[src/design/rsc_cfg.svh]
/*
  Constants of the reset source control block: register offsets, field positions, reset values and timing.
  Assumes it is included by its bare name wherever these values are needed.
*/
`ifndef RSC_CFG_SVH
`define RSC_CFG_SVH

`define RSC_CLK_MHZ 200
`define RSC_LVR_QUAL_NS 1000
`define RSC_SOFT_RST_NS 1000

`define RSC_ADDR_W 5
`define RSC_OFS_BROWNOUT_LEVEL_SELECT 5'h00
`define RSC_OFS_CTRL 5'h04
`define RSC_OFS_WATCHDOG_CONTROL_REG 5'h08
`define RSC_OFS_STAT 5'h0C
`define RSC_OFS_IRQS 5'h10
`define RSC_OFS_IRQM 5'h14

`define RSC_LVS_2V10 8'h55
`define RSC_LVS_2V55 8'h33
`define RSC_LVS_3V15 8'h99
`define RSC_LVS_3V80 8'hAA
`define RSC_BROWNOUT_LEVEL_SELECT_POR 8'h55

`define RSC_WATCHDOG_CONTROL_REG_POR 8'h53
`define RSC_WE_ENABLE 5'h0A
`define RSC_WE_DISABLE 5'h15
`define RSC_WE_LSB 3

`define RSC_CTRL_FSYS 7
`define RSC_CTRL_SUBF 3
`define RSC_CTRL_BROWNOUT_RESET_FLAG 2
`define RSC_CTRL_LRF 1
`define RSC_CTRL_WRF 0

`define RSC_STAT_TO 5
`define RSC_STAT_PDF 4

`define RSC_IRQ_W 4
`define RSC_IRQ_LVR 0
`define RSC_IRQ_LRF 1
`define RSC_IRQ_WRF 2
`define RSC_IRQ_TO 3

`endif

[src/design/rsc_pkg.sv]
/*
  Types shared by the reset source control block.
  Assumes nothing of its surroundings.
*/
package rsc_pkg;

  typedef enum logic [1:0] {
    RSC_THR_2V10,
    RSC_THR_2V55,
    RSC_THR_3V15,
    RSC_THR_3V80
  } rsc_thr_t;

  typedef struct packed {
    logic valid;
    rsc_thr_t thr;
  } rsc_lvs_t;

  typedef struct packed {
    logic pc_clear;
    logic sp_top_load;
    logic sp_zero;
    logic int_disable;
    logic timers_off;
    logic io_as_inputs;
    logic wdt_clear;
  } rsc_init_t;

endpackage

[src/design/rsc_delay.sv]
/*
  Qualifying delay: pulses done once the run level has stood for CYCLES clock cycles.
  Assumes run comes from logic on the same clock.
*/
module rsc_delay #(
  parameter int unsigned CYCLES = 200
) (
  // Clock and reset.
  input wire logic clk,
  input wire logic sys_rst,
  // Control.
  input wire logic run,
  output logic done
);

  localparam int unsigned CW = $clog2(CYCLES + 1);
  localparam logic [CW-1:0] LAST = CW'(CYCLES - 1);
  localparam logic [CW-1:0] FULL = CW'(CYCLES);

  logic [CW-1:0] cnt_ff;
  logic done_ff;

  // The count restarts whenever run drops, so short pulses are ignored.
  always_ff @(posedge clk or posedge sys_rst) begin
    if (sys_rst) begin
      cnt_ff <= '0;
    end else if (!run) begin
      cnt_ff <= '0;
    end else if (cnt_ff != FULL) begin
      cnt_ff <= cnt_ff + CW'(1);
    end
  end

  always_ff @(posedge clk or posedge sys_rst) begin
    if (sys_rst) begin
      done_ff <= 1'b0;
    end else begin
      done_ff <= run && (cnt_ff == LAST);
    end
  end

  assign done = done_ff;

endmodule

[src/design/rsc_top.sv]
/*
  Reset source control: brown-out level select, reset cause flags, watchdog reset handling,
  time-out and power-down flags, power-on initial state strobes, Avalon-MM register slave.
  Assumes a brown-out comparator pin, a watchdog time-out pulse on clk and a sleep/idle level on clk.
*/
// Notes on behaviour
// - Four select codes pick four brown-out thresholds.
// - Undefined select code resets device, reloads select.
// - That reset waits the software-reset delay.
// - Low supply must outlast qualification time.
// - Brown-out reset keeps the select register.
// - Brown-out sets flag bit 2; software clears.
// - Undefined select sets flag bit 1; software clears.
// - Control bits 6 to 4 read zero.
// - Normal watchdog time-out: full reset, sets time-out.
// - Sleep time-out clears PC, SP; sets time-out.
// - Flags follow reset type as tabulated.
// - Power-on clears watchdog, time bases; watchdog runs.
// - Power-on clears every interrupt enable.
// - Power-on switches timers off.
// - Power-on makes all I/O pins inputs.
// - Power-on loads stack pointer to top.
// - Watchdog control reset sets flag; software clears.
// - Undefined watchdog enable code resets after delay.
`include "rsc_cfg.svh"

module rsc_top
  import rsc_pkg::*;
#(
  parameter int unsigned LVR_QUAL_CYC = (`RSC_LVR_QUAL_NS * `RSC_CLK_MHZ + 999) / 1000,
  parameter int unsigned SOFT_RST_CYC = (`RSC_SOFT_RST_NS * `RSC_CLK_MHZ + 999) / 1000
) (
  // Clock and power-on reset.
  input wire logic clk,
  input wire logic sys_rst,
  // Avalon-MM slave.
  input wire logic [`RSC_ADDR_W-1:0] avs_address,
  input wire logic avs_read,
  input wire logic avs_write,
  input wire logic [31:0] avs_writedata,
  input wire logic [3:0] avs_byteenable,
  output logic [31:0] avs_readdata,
  output logic avs_waitrequest,
  // Reset sources.
  input wire logic low_supply,
  input wire logic wdt_timeout,
  input wire logic cpu_low_power,
  input wire logic subclk_soft_reset,
  // Reset results.
  output logic full_reset,
  output rsc_init_t core_init,
  output rsc_thr_t brownout_threshold,
  output logic watchdog_run,
  output logic sysclk_in_idle_enable,
  output logic irq
);

  // Decodes the brown-out threshold select code.
  function automatic rsc_lvs_t lvs_decode(input logic [7:0] code);
    rsc_lvs_t r;
    r.valid = 1'b1;
    r.thr = RSC_THR_2V10;
    unique case (code)
      `RSC_LVS_2V10: r.thr = RSC_THR_2V10;
      `RSC_LVS_2V55: r.thr = RSC_THR_2V55;
      `RSC_LVS_3V15: r.thr = RSC_THR_3V15;
      `RSC_LVS_3V80: r.thr = RSC_THR_3V80;
      default: r.valid = 1'b0;
    endcase
    return r;
  endfunction

  // True when the watchdog enable code is one of the two defined values.
  function automatic logic we_valid(input logic [7:0] watchdog_control_reg);
    logic [4:0] we;
    we = watchdog_control_reg[7:`RSC_WE_LSB];
    return (we == `RSC_WE_ENABLE) || (we == `RSC_WE_DISABLE);
  endfunction

  logic [7:0] brownout_level_select_ff;
  logic [7:0] watchdog_control_reg_ff;
  logic sysclk_in_idle_enable_ff;
  logic subclk_ctrl_invalid_flag_ff;
  logic brownout_reset_flag_ff;
  logic brownout_select_invalid_flag_ff;
  logic watchdog_ctrl_invalid_flag_ff;
  logic watchdog_timeout_flag_ff;
  logic powerdown_flag_ff;
  logic [`RSC_IRQ_W-1:0] irq_status_ff;
  logic [`RSC_IRQ_W-1:0] irq_mask_ff;
  logic lvr_pend_ff;
  logic watchdog_control_reg_pend_ff;
  logic supply_sync1_ff;
  logic supply_sync2_ff;
  logic por_done_ff;
  logic waitreq_ff;
  logic [31:0] readdata_ff;
  logic full_reset_ff;
  rsc_init_t core_init_ff;
  rsc_thr_t threshold_ff;
  logic watchdog_run_ff;
  logic irq_ff;

  rsc_lvs_t lvs_now;
  logic lvs_bad;
  logic we_bad;
  logic lvr_done;
  logic soft_done;
  logic wdt_norm;
  logic wdt_slp;
  logic full_rst_evt;
  logic bus_wr;
  logic wr_lane0;
  logic [7:0] wdat;
  logic [`RSC_IRQ_W-1:0] irq_evt;
  logic [31:0] nxt_readdata;

  assign lvs_now = lvs_decode(brownout_level_select_ff);
  assign lvs_bad = !lvs_now.valid;
  assign we_bad = !we_valid(watchdog_control_reg_ff);
  assign wdt_norm = wdt_timeout && !cpu_low_power;
  assign wdt_slp = wdt_timeout && cpu_low_power;
  assign full_rst_evt = lvr_done || soft_done || wdt_norm;
  assign bus_wr = avs_write && !waitreq_ff;
  assign wr_lane0 = bus_wr && avs_byteenable[0];
  assign wdat = avs_writedata[7:0];

  // Low supply arrives from the comparator pin, so it is synchronised first.
  always_ff @(posedge clk or posedge sys_rst) begin
    if (sys_rst) begin
      supply_sync1_ff <= 1'b0;
      supply_sync2_ff <= 1'b0;
    end else begin
      supply_sync1_ff <= low_supply;
      supply_sync2_ff <= supply_sync1_ff;
    end
  end

  // Brown-out detection is off while the core is powered down.
  rsc_delay #(
    .CYCLES(LVR_QUAL_CYC)
  ) u_lvr_qual (
    .clk(clk),
    .sys_rst(sys_rst),
    .run(supply_sync2_ff && !cpu_low_power),
    .done(lvr_done)
  );

  // Undefined codes are latched so that the reset still follows if software repairs them.
  always_ff @(posedge clk or posedge sys_rst) begin
    if (sys_rst) begin
      lvr_pend_ff <= 1'b0;
      watchdog_control_reg_pend_ff <= 1'b0;
    end else if (soft_done) begin
      lvr_pend_ff <= 1'b0;
      watchdog_control_reg_pend_ff <= 1'b0;
    end else begin
      lvr_pend_ff <= lvr_pend_ff || lvs_bad;
      watchdog_control_reg_pend_ff <= watchdog_control_reg_pend_ff || we_bad;
    end
  end

  rsc_delay #(
    .CYCLES(SOFT_RST_CYC)
  ) u_soft_delay (
    .clk(clk),
    .sys_rst(sys_rst),
    .run(lvr_pend_ff || watchdog_control_reg_pend_ff),
    .done(soft_done)
  );

  // Brown-out select: kept over a brown-out reset, reloaded by the other full resets.
  always_ff @(posedge clk or posedge sys_rst) begin
    if (sys_rst) begin
      brownout_level_select_ff <= `RSC_BROWNOUT_LEVEL_SELECT_POR;
    end else if (soft_done || wdt_norm) begin
      brownout_level_select_ff <= `RSC_BROWNOUT_LEVEL_SELECT_POR;
    end else if (lvr_done) begin
      brownout_level_select_ff <= brownout_level_select_ff;
    end else if (wr_lane0 && avs_address == `RSC_OFS_BROWNOUT_LEVEL_SELECT) begin
      brownout_level_select_ff <= wdat;
    end
  end

  // Watchdog control returns to its power-on value on every full reset.
  always_ff @(posedge clk or posedge sys_rst) begin
    if (sys_rst) begin
      watchdog_control_reg_ff <= `RSC_WATCHDOG_CONTROL_REG_POR;
    end else if (full_rst_evt) begin
      watchdog_control_reg_ff <= `RSC_WATCHDOG_CONTROL_REG_POR;
    end else if (wr_lane0 && avs_address == `RSC_OFS_WATCHDOG_CONTROL_REG) begin
      watchdog_control_reg_ff <= wdat;
    end
  end

  // Idle clock enable is cleared by every reset, the sleep time-out included.
  always_ff @(posedge clk or posedge sys_rst) begin
    if (sys_rst) begin
      sysclk_in_idle_enable_ff <= 1'b0;
    end else if (full_rst_evt || wdt_slp) begin
      sysclk_in_idle_enable_ff <= 1'b0;
    end else if (wr_lane0 && avs_address == `RSC_OFS_CTRL) begin
      sysclk_in_idle_enable_ff <= wdat[`RSC_CTRL_FSYS];
    end
  end

  // Cause flags: hardware sets, software writes zero to clear, set wins over clear.
  always_ff @(posedge clk or posedge sys_rst) begin
    if (sys_rst) begin
      brownout_reset_flag_ff <= 1'b0;
      brownout_select_invalid_flag_ff <= 1'b0;
      watchdog_ctrl_invalid_flag_ff <= 1'b0;
      subclk_ctrl_invalid_flag_ff <= 1'b0;
    end else begin
      if (lvr_done) begin
        brownout_reset_flag_ff <= 1'b1;
      end else if (wr_lane0 && avs_address == `RSC_OFS_CTRL && !wdat[`RSC_CTRL_BROWNOUT_RESET_FLAG]) begin
        brownout_reset_flag_ff <= 1'b0;
      end
      if (lvs_bad) begin
        brownout_select_invalid_flag_ff <= 1'b1;
      end else if (wr_lane0 && avs_address == `RSC_OFS_CTRL && !wdat[`RSC_CTRL_LRF]) begin
        brownout_select_invalid_flag_ff <= 1'b0;
      end
      if (soft_done && watchdog_control_reg_pend_ff) begin
        watchdog_ctrl_invalid_flag_ff <= 1'b1;
      end else if (wr_lane0 && avs_address == `RSC_OFS_CTRL && !wdat[`RSC_CTRL_WRF]) begin
        watchdog_ctrl_invalid_flag_ff <= 1'b0;
      end
      if (subclk_soft_reset) begin
        subclk_ctrl_invalid_flag_ff <= 1'b1;
      end else if (wr_lane0 && avs_address == `RSC_OFS_CTRL && !wdat[`RSC_CTRL_SUBF]) begin
        subclk_ctrl_invalid_flag_ff <= 1'b0;
      end
    end
  end

  // Time-out and power-down flags: cleared by power-on, untouched by brown-out and soft resets.
  always_ff @(posedge clk or posedge sys_rst) begin
    if (sys_rst) begin
      watchdog_timeout_flag_ff <= 1'b0;
      powerdown_flag_ff <= 1'b0;
    end else begin
      if (wdt_timeout) begin
        watchdog_timeout_flag_ff <= 1'b1;
      end
      if (wdt_slp) begin
        powerdown_flag_ff <= 1'b1;
      end
    end
  end

  // Interrupt status and mask; the mask starts cleared so nothing is signalled until enabled.
  assign irq_evt = {wdt_timeout, soft_done && watchdog_control_reg_pend_ff, lvs_bad && !lvr_pend_ff, lvr_done};

  always_ff @(posedge clk or posedge sys_rst) begin
    if (sys_rst) begin
      irq_status_ff <= '0;
    end else if (wr_lane0 && avs_address == `RSC_OFS_IRQS) begin
      irq_status_ff <= irq_evt | (irq_status_ff & ~wdat[`RSC_IRQ_W-1:0]);
    end else begin
      irq_status_ff <= irq_status_ff | irq_evt;
    end
  end

  always_ff @(posedge clk or posedge sys_rst) begin
    if (sys_rst) begin
      irq_mask_ff <= '0;
    end else if (wr_lane0 && avs_address == `RSC_OFS_IRQM) begin
      irq_mask_ff <= wdat[`RSC_IRQ_W-1:0];
    end
  end

  always_ff @(posedge clk or posedge sys_rst) begin
    if (sys_rst) begin
      irq_ff <= 1'b0;
    end else begin
      irq_ff <= |(irq_status_ff & irq_mask_ff);
    end
  end

  // Full reset pulse and core initial-state strobes.
  always_ff @(posedge clk or posedge sys_rst) begin
    if (sys_rst) begin
      por_done_ff <= 1'b0;
    end else begin
      por_done_ff <= 1'b1;
    end
  end

  always_ff @(posedge clk or posedge sys_rst) begin
    if (sys_rst) begin
      full_reset_ff <= 1'b0;
      core_init_ff <= '0;
    end else begin
      full_reset_ff <= full_rst_evt;
      core_init_ff <= '0;
      if (!por_done_ff || full_rst_evt) begin
        core_init_ff.pc_clear <= 1'b1;
        core_init_ff.sp_top_load <= 1'b1;
        core_init_ff.int_disable <= 1'b1;
        core_init_ff.timers_off <= 1'b1;
        core_init_ff.io_as_inputs <= 1'b1;
        core_init_ff.wdt_clear <= 1'b1;
      end else if (wdt_slp) begin
        core_init_ff.pc_clear <= 1'b1;
        core_init_ff.sp_zero <= 1'b1;
      end
    end
  end

  // Threshold and watchdog run outputs; the watchdog runs from power-on with its enable code.
  always_ff @(posedge clk or posedge sys_rst) begin
    if (sys_rst) begin
      threshold_ff <= RSC_THR_2V10;
      watchdog_run_ff <= 1'b0;
    end else begin
      threshold_ff <= lvs_now.thr;
      watchdog_run_ff <= (watchdog_control_reg_ff[7:`RSC_WE_LSB] == `RSC_WE_ENABLE);
    end
  end

  // Read multiplexer; unmapped addresses read zero.
  always_comb begin
    nxt_readdata = '0;
    unique case (avs_address)
      `RSC_OFS_BROWNOUT_LEVEL_SELECT: nxt_readdata[7:0] = brownout_level_select_ff;
      `RSC_OFS_CTRL: nxt_readdata[7:0] = {sysclk_in_idle_enable_ff, 3'h0, subclk_ctrl_invalid_flag_ff,
                                          brownout_reset_flag_ff, brownout_select_invalid_flag_ff,
                                          watchdog_ctrl_invalid_flag_ff};
      `RSC_OFS_WATCHDOG_CONTROL_REG: nxt_readdata[7:0] = watchdog_control_reg_ff;
      `RSC_OFS_STAT: begin
        nxt_readdata[`RSC_STAT_TO] = watchdog_timeout_flag_ff;
        nxt_readdata[`RSC_STAT_PDF] = powerdown_flag_ff;
      end
      `RSC_OFS_IRQS: nxt_readdata[`RSC_IRQ_W-1:0] = irq_status_ff;
      `RSC_OFS_IRQM: nxt_readdata[`RSC_IRQ_W-1:0] = irq_mask_ff;
      default: nxt_readdata = '0;
    endcase
  end

  // Waitrequest drops for one cycle, one cycle after a request appears.
  always_ff @(posedge clk or posedge sys_rst) begin
    if (sys_rst) begin
      waitreq_ff <= 1'b1;
      readdata_ff <= '0;
    end else if (!waitreq_ff) begin
      waitreq_ff <= 1'b1;
    end else if (avs_read || avs_write) begin
      waitreq_ff <= 1'b0;
      readdata_ff <= avs_read ? nxt_readdata : '0;
    end
  end

  assign avs_readdata = readdata_ff;
  assign avs_waitrequest = waitreq_ff;
  assign full_reset = full_reset_ff;
  assign core_init = core_init_ff;
  assign brownout_threshold = threshold_ff;
  assign watchdog_run = watchdog_run_ff;
  assign sysclk_in_idle_enable = sysclk_in_idle_enable_ff;
  assign irq = irq_ff;

endmodule

[config.mk]
export PLATFORM = sky130hd
export DESIGN_NAME = rsc_top
export DESIGN_NICKNAME = d
export VERILOG_FILES = /design/src/design/rsc_pkg.sv /design/src/design/rsc_delay.sv /design/src/design/rsc_top.sv
export VERILOG_INCLUDE_DIRS = /design/src /design/src/design
export SDC_FILE = /design/constraint.sdc
export NUM_CORES = 1
export LEC_CHECK = 0
export BUFFER_PORTS_ARGS = -buffer_cell sky130_fd_sc_hd__buf_4
export CORE_MARGIN = 4
export CORE_UTILIZATION = 29
export DETAILED_ROUTE_END_ITERATION = 10
export PLACE_DENSITY = 0.6
export SYNTH_ARGS = -nofsm -noshare
export SYNTH_HDL_FRONTEND = slang
export SYNTH_HIERARCHICAL = 1
export SYNTH_SLANG_ARGS = --single-unit
export TNS_END_PERCENT = 1
[constraint.sdc]
create_clock -name clk -period 2.05 [get_ports clk]
set_input_delay 0.205 -clock clk [delete_from_list [all_inputs] [get_ports clk]]
set_output_delay 0.205 -clock clk [all_outputs]
set_load 0.02 [all_outputs]
# After elaboration in Yosys (flattened, before gate mapping)
# Index checks and enable logic that the tools add are counted.
word_totals:
  regBits: 99
  in_bits: 49
  elab_cells: 143
classes:
  n_addsub: 2
  eq_ne: 19
  n_mux: 35
  n_bitwise: 5
  n_reduce_logical: 49
op_table:
  columns: ["cell", "n"]
  rows:
  - ["2-to-1 mux 8 bit", 10]
  - ["equality test 8 bit (second input constant)", 4]
  - ["case mux 4 bit (5 select lines)", 1]
  - ["2-to-1 mux 1 bit", 19]
  - ["logical AND 1 bit", 18]
  - ["case mux 2 bit (3 select lines)", 3]
  - ["adder 8 x 1 -> 8 bit (second input constant)", 2]
  - ["inequality test 8 bit (second input constant)", 2]
  - ["equality test 5 x 4 -> 1 bit (second input constant)", 3]
  - ["equality test 5 bit (second input constant)", 3]
  - ["nonzero test 2 bit", 6]
  - ["logical NOT 1 bit", 10]
  - ["logical OR 1 bit", 10]
  - ["bitwise AND 4 bit", 2]
  - ["equality test 8 x 6 -> 1 bit (second input constant)", 1]
  - ["equality test 8 x 7 -> 1 bit (second input constant)", 1]
  - ["2-to-1 mux 4 bit", 2]
  - ["bitwise OR 4 bit", 2]
  - ["OR reduction 4 bit", 2]
  - ["inequality test 2 bit (second input constant)", 3]
  - ["equality test 5 x 3 -> 1 bit (second input constant)", 1]
  - ["logical NOT 5 bit", 1]
  - ["NOT 4 bit", 1]
  - ["AND reduction 2 bit", 2]
  - ["inequality test 2 x 1 -> 1 bit (second input constant)", 1]

# Longest topological paths before layout
logic_depth:
  ltp_word: 7
  depth_mapped: 6

# By module
# Netlist, hierarchy kept.
modules_own_cells:
  columns: ["module", "n_inst", "cells_per_inst", "area_per_inst_um2"]
  rows:
  - ["rsc_top", 1, 239, 2611.3]
  - ["rsc_delay", 2, 51, 500.5]

# Worst setup path before layout
# Ideal clock, no wire load.
synth_path:
  kind: "reg-to-reg"
  from: "register waitreq_ff (netlist: avs_waitrequest)"
  to: "register watchdog_control_reg_ff[2]"
  arrival_time_ps: 1415
  required_time_ps: 1930
  slack_ps: 515
  path_stages_with_launch: 7
  synth_period_minus_slack_ps: 1535
  path_cell_list: "dfstp_2 and3b_1 buf_2 nand4b_1 buf_4 mux2i_1 nor2_1"
synth_between:
  elab_chain_len: 5
synth_lines:
  columns: ["item", "line_no", "rtl"]
  rows:
  - ["start: declaration", "rsc_top.sv:96", "logic waitreq_ff;"]
  - ["start signal: assignment", "rsc_top.sv:345", "waitreq_ff <= 1'b1;"]
  - ["start signal: assignment", "rsc_top.sv:348", "waitreq_ff <= 1'b1;"]
  - ["start signal: assignment", "rsc_top.sv:350", "waitreq_ff <= 1'b0;"]
  - ["logical NOT 1 bit", null, null]
  - ["logical AND 1 bit", "rsc_top.sv:124", "assign bus_wr = avs_write && !waitreq_ff;"]
  - ["logical AND 1 bit", "rsc_top.sv:125", "assign wr_lane0 = bus_wr && avs_byteenable[0];"]
  - ["logical AND 1 bit (no line)", null, null]
  - ["nonzero test 2 bit (no line)", null, null]
  - ["end signal: assignment", "rsc_top.sv:188", "watchdog_control_reg_ff <= `RSC_WATCHDOG_CONTROL_REG_POR;"]
  - ["end signal: assignment", "rsc_top.sv:190", "watchdog_control_reg_ff <= `RSC_WATCHDOG_CONTROL_REG_POR;"]
  - ["end signal: assignment", "rsc_top.sv:192", "watchdog_control_reg_ff <= wdat;"]
  - ["end: declaration", "rsc_top.sv:81", "logic [7:0] watchdog_control_reg_ff;"]
# No other way between the ends.
# A chain may end at the register's enable or synchronous reset.

# Worst setup path after layout
# Ends and elaborated chain as after synthesis.

==> flow_summary.yaml <==
logic_synthesis:
  synth_cells: 341
  synth_area_leaders: "dfrtp_1, mux2i_1, dfstp_2, buf_4, nand2_1"
  yosysSeqAreaShare: 0.495
  synth_top_family_by_area: "simple AND/OR/NAND/NOR gates"
  post_synth_mux_area_share: 0.103
  synth_seq_cells: 71
  synthAdderAreaFrac: 0.0208
  synth_flop_cell: "dfrtp_1"
  synthSimpleGateAreaFrac: 0.196
  yosysUniqueCellTypes: 51
  yosysMostFrequentCell: "dfrtp_1"
  synth-xor-area-share: 0.00970
  synth_top_area_share: 0.430
  yosys_warnings: 6
  synth-compound-area-share: 0.0869
  avgSynthCellArea_um2: 10.6
  synth_commonest_cells: "dfrtp_1, nand2_1, buf_4"
  syn-cell-area_mm2: 0.00361
  yosysTopAreaCell: "dfrtp_1"
  ys_async_sr_fraction: 1.00
  synth_edf_count: 0
floorplanning:
  std_cell_rows: 40
  io_pins: 95
  die_h_um: 120
  initial_core_util: 0.298
  core_area_mm2: 0.0121
  die_area_mm2: 0.0143
  die_w_um: 120
critical_path:
  r2r-start: "avs_waitrequest"
  critPathLaunch: "avs_waitrequest"
  start_kind: "register"
  reg2reg_slack_ns: 0.20
  reg2reg_depth: 4
  crit_path_end_kind: "register"
  critPathRequiredTime_ns: 2.25
  crit_type: "register to register"
  r2r-end: "watchdog_control_reg_ff[2]"
  crit_path_max_fanout: 8
  crit_arrival_ns: 2.05
routing:
  dr.pass1.iters: 4
  drtIter0Drc: 211
  wl_um: 7670
  vias: 2561
  routed_via_density: 4.58
  routedWlPerCell_um: 13.7
  final_antenna_net_count: 0
  drc: 0
clocking:
  clock-sinks: 71
  cts_tree: "done"
  clk_pin_slew_ns: 0.06
  clk_latency_ns: 0.32
  h-tree-depth: 3
  clockRootBuffer: "clkbuf_16"
  cts_resized: 0
  numCtsBuffers: 9
  clock_path_buffers: 2
sta:
  rsz0062_at_grt: "no"
  fin_crit_sh: 0.903
  hold_viol: 0
  period_minus_slack_ns: 1.85
  relSlewSlack: 0.576
  finalSetupViolations: 0
  final.setup.tns_ns: 0
  slew_violations: 0
  fmax_mhz: 540
  whs_ns: 0.0950
  worst_pin_slew_ns: 0.633
  skew_ns: 0.00679
pwr:
  vdd_ir_drop_max_mv: 0.400
  finalPower_mw: 3.31
  leakagePower_nw: 2.03
  powerDensity_mw_per_mm2: 769
global_route:
  gr-total-overflow: 0
  grt_start_max_net_pins: 28
  antenna_found_initial: 0
  grt_usage: 0.110
  grt_pass1_wl_um: 12800
  grt_pass1_vias: 2570
placed_design:
  port_buffers: 43
  globalplace.congestion: 0.826
  placed_cells: 541
  dp_hpwl_um: 5780
cells_and_area:
  instances_no_fill: 559
  n_antenna_cell: 0
  regArea_mm2: 0.00179
  area_delta_synth_final_pct: 19.2
  multiInputGateArea_mm2: 0.00160
  layout-drive-gt1-share: 0.238
  nets: 441
  fillers: 1229
run:
  drv_cap: 0
min_path:
  hp-start: "subclk_soft_reset"
  min_path_cells: 2
  hp-class: "input port to register"
  min_to: "subclk_ctrl_invalid_flag_ff"
status:
  outcome: "finished, final reports clean"
[metrics by stage]
stage | utilization | instance area [µm²] | setup slack, ns
after global placement | 0.331 | 4010 | 0.233
after detailed placement | 0.331 | 4010 | 0.214
after floorplan | - | 3700 | 0.515
after CTS | 0.356 | 4310 | 0.196
after global routing | 0.356 | 4310 | 0.0848
final | 0.356 | 4310 | 0.200
[power by group]
part | internal (mW) | switching, mW | leakage, nW | total [mW]
clock | 0.816 | 0.568 | 0.127 | 1.38
sequential | 1.48 | 0.0851 | 0.883 | 1.57
combinational | 0.151 | 0.208 | 1.01 | 0.359
[worst max-delay path, stage by stage (launching register included)]
cell      delay [ns]
dfstp_2         0.39
and3b_1         0.39
nand4b_1        0.57
mux2i_1         0.32
nor2_1          0.06
[registers in the layout (all words and copies together) (netlist names), 2 cells and up]
register / cells
avs_readdata: 8
brownout_level_select_ff: 8
u_lvr_qual/cnt_ff: 8
u_soft_delay/cnt_ff: 8
watchdog_control_reg_ff: 8
irq_mask_ff: 4
irq_status_ff: 4
core_init: 3
brownout_threshold: 2
[what timing repair did]
item / 4_1_cts / 5_1_grt
hold buffers: 2 / 0
buffers inserted: 0 / 0
hold endpoints to repair: 39 / 0
[layout by cell type, fill, tap and decap left out, types with 3 or more instances in the layout]
cell type / instances
a21boi_1: 6
a21oi_1: 4
a22o_1: 3
a22oi_1: 4
and2_1: 6
buf_4: 46
clkbuf_16: 9
clkinvlp_4: 3
conb_1: 25
dfrtp_1: 62
dfstp_2: 9
ha_1: 6
inv_1: 12
mux2_4: 4
mux2i_1: 29
nand2_1: 42
nand2b_1: 4
nand3_1: 15
nor2_1: 18
nor2b_1: 3
nor3_1: 3
nor3_2: 3
nor4_1: 4
o21ai_0: 14
o221ai_1: 4
or2_2: 3
or3_1: 6
xnor2_1: 4
[area by class of cell]
| type | count | share of cell area |
|---|---|---|
| Sequential cell | 71 | 0.415 |
| Multi-Input combinational cell | 242 | 0.371 |
| Timing Repair Buffer | 49 | 0.0895 |
| Clock buffer | 9 | 0.0523 |
| Tap cell | 168 | 0.0488 |
| Clock inverter | 7 | 0.0116 |
| Inverter | 13 | 0.0113 |
[metal layers]
layer  wire length (µm)  part of all wire  GRT usage  up-vias
met5                  0                 0          0        -
met4                 37            0.0048     0.0279        0
met3                361             0.047     0.0231        4
met2               3800              0.49      0.193       63
met1               3470              0.45      0.138     1272
li1                   -                 -          -     1222
[worst max-delay path by stage]
stage / to / slack [ns]
2_1_floorplan: watchdog_control_reg_ff[2] / 0.52
3_3_place_gp: watchdog_control_reg_ff[2] / 0.23
3_5_place_dp: watchdog_control_reg_ff[5] / 0.21
4_1_cts: watchdog_control_reg_ff[1] / 0.20
5_1_grt: watchdog_control_reg_ff[2] / 0.08
6_report: watchdog_control_reg_ff[2] / 0.20
[kinds of logic after synthesis]
logic type | after synthesis
and+or+nand+nor | 126
DFF | 71
buffers and inverters | 51
AOI/OAI and AO/OA | 46
muxes | 35
adders and majority gates | 6
xor gates and xnor gates | 4
other | 2
Note: power is estimated with default switching activity, not from simulation.
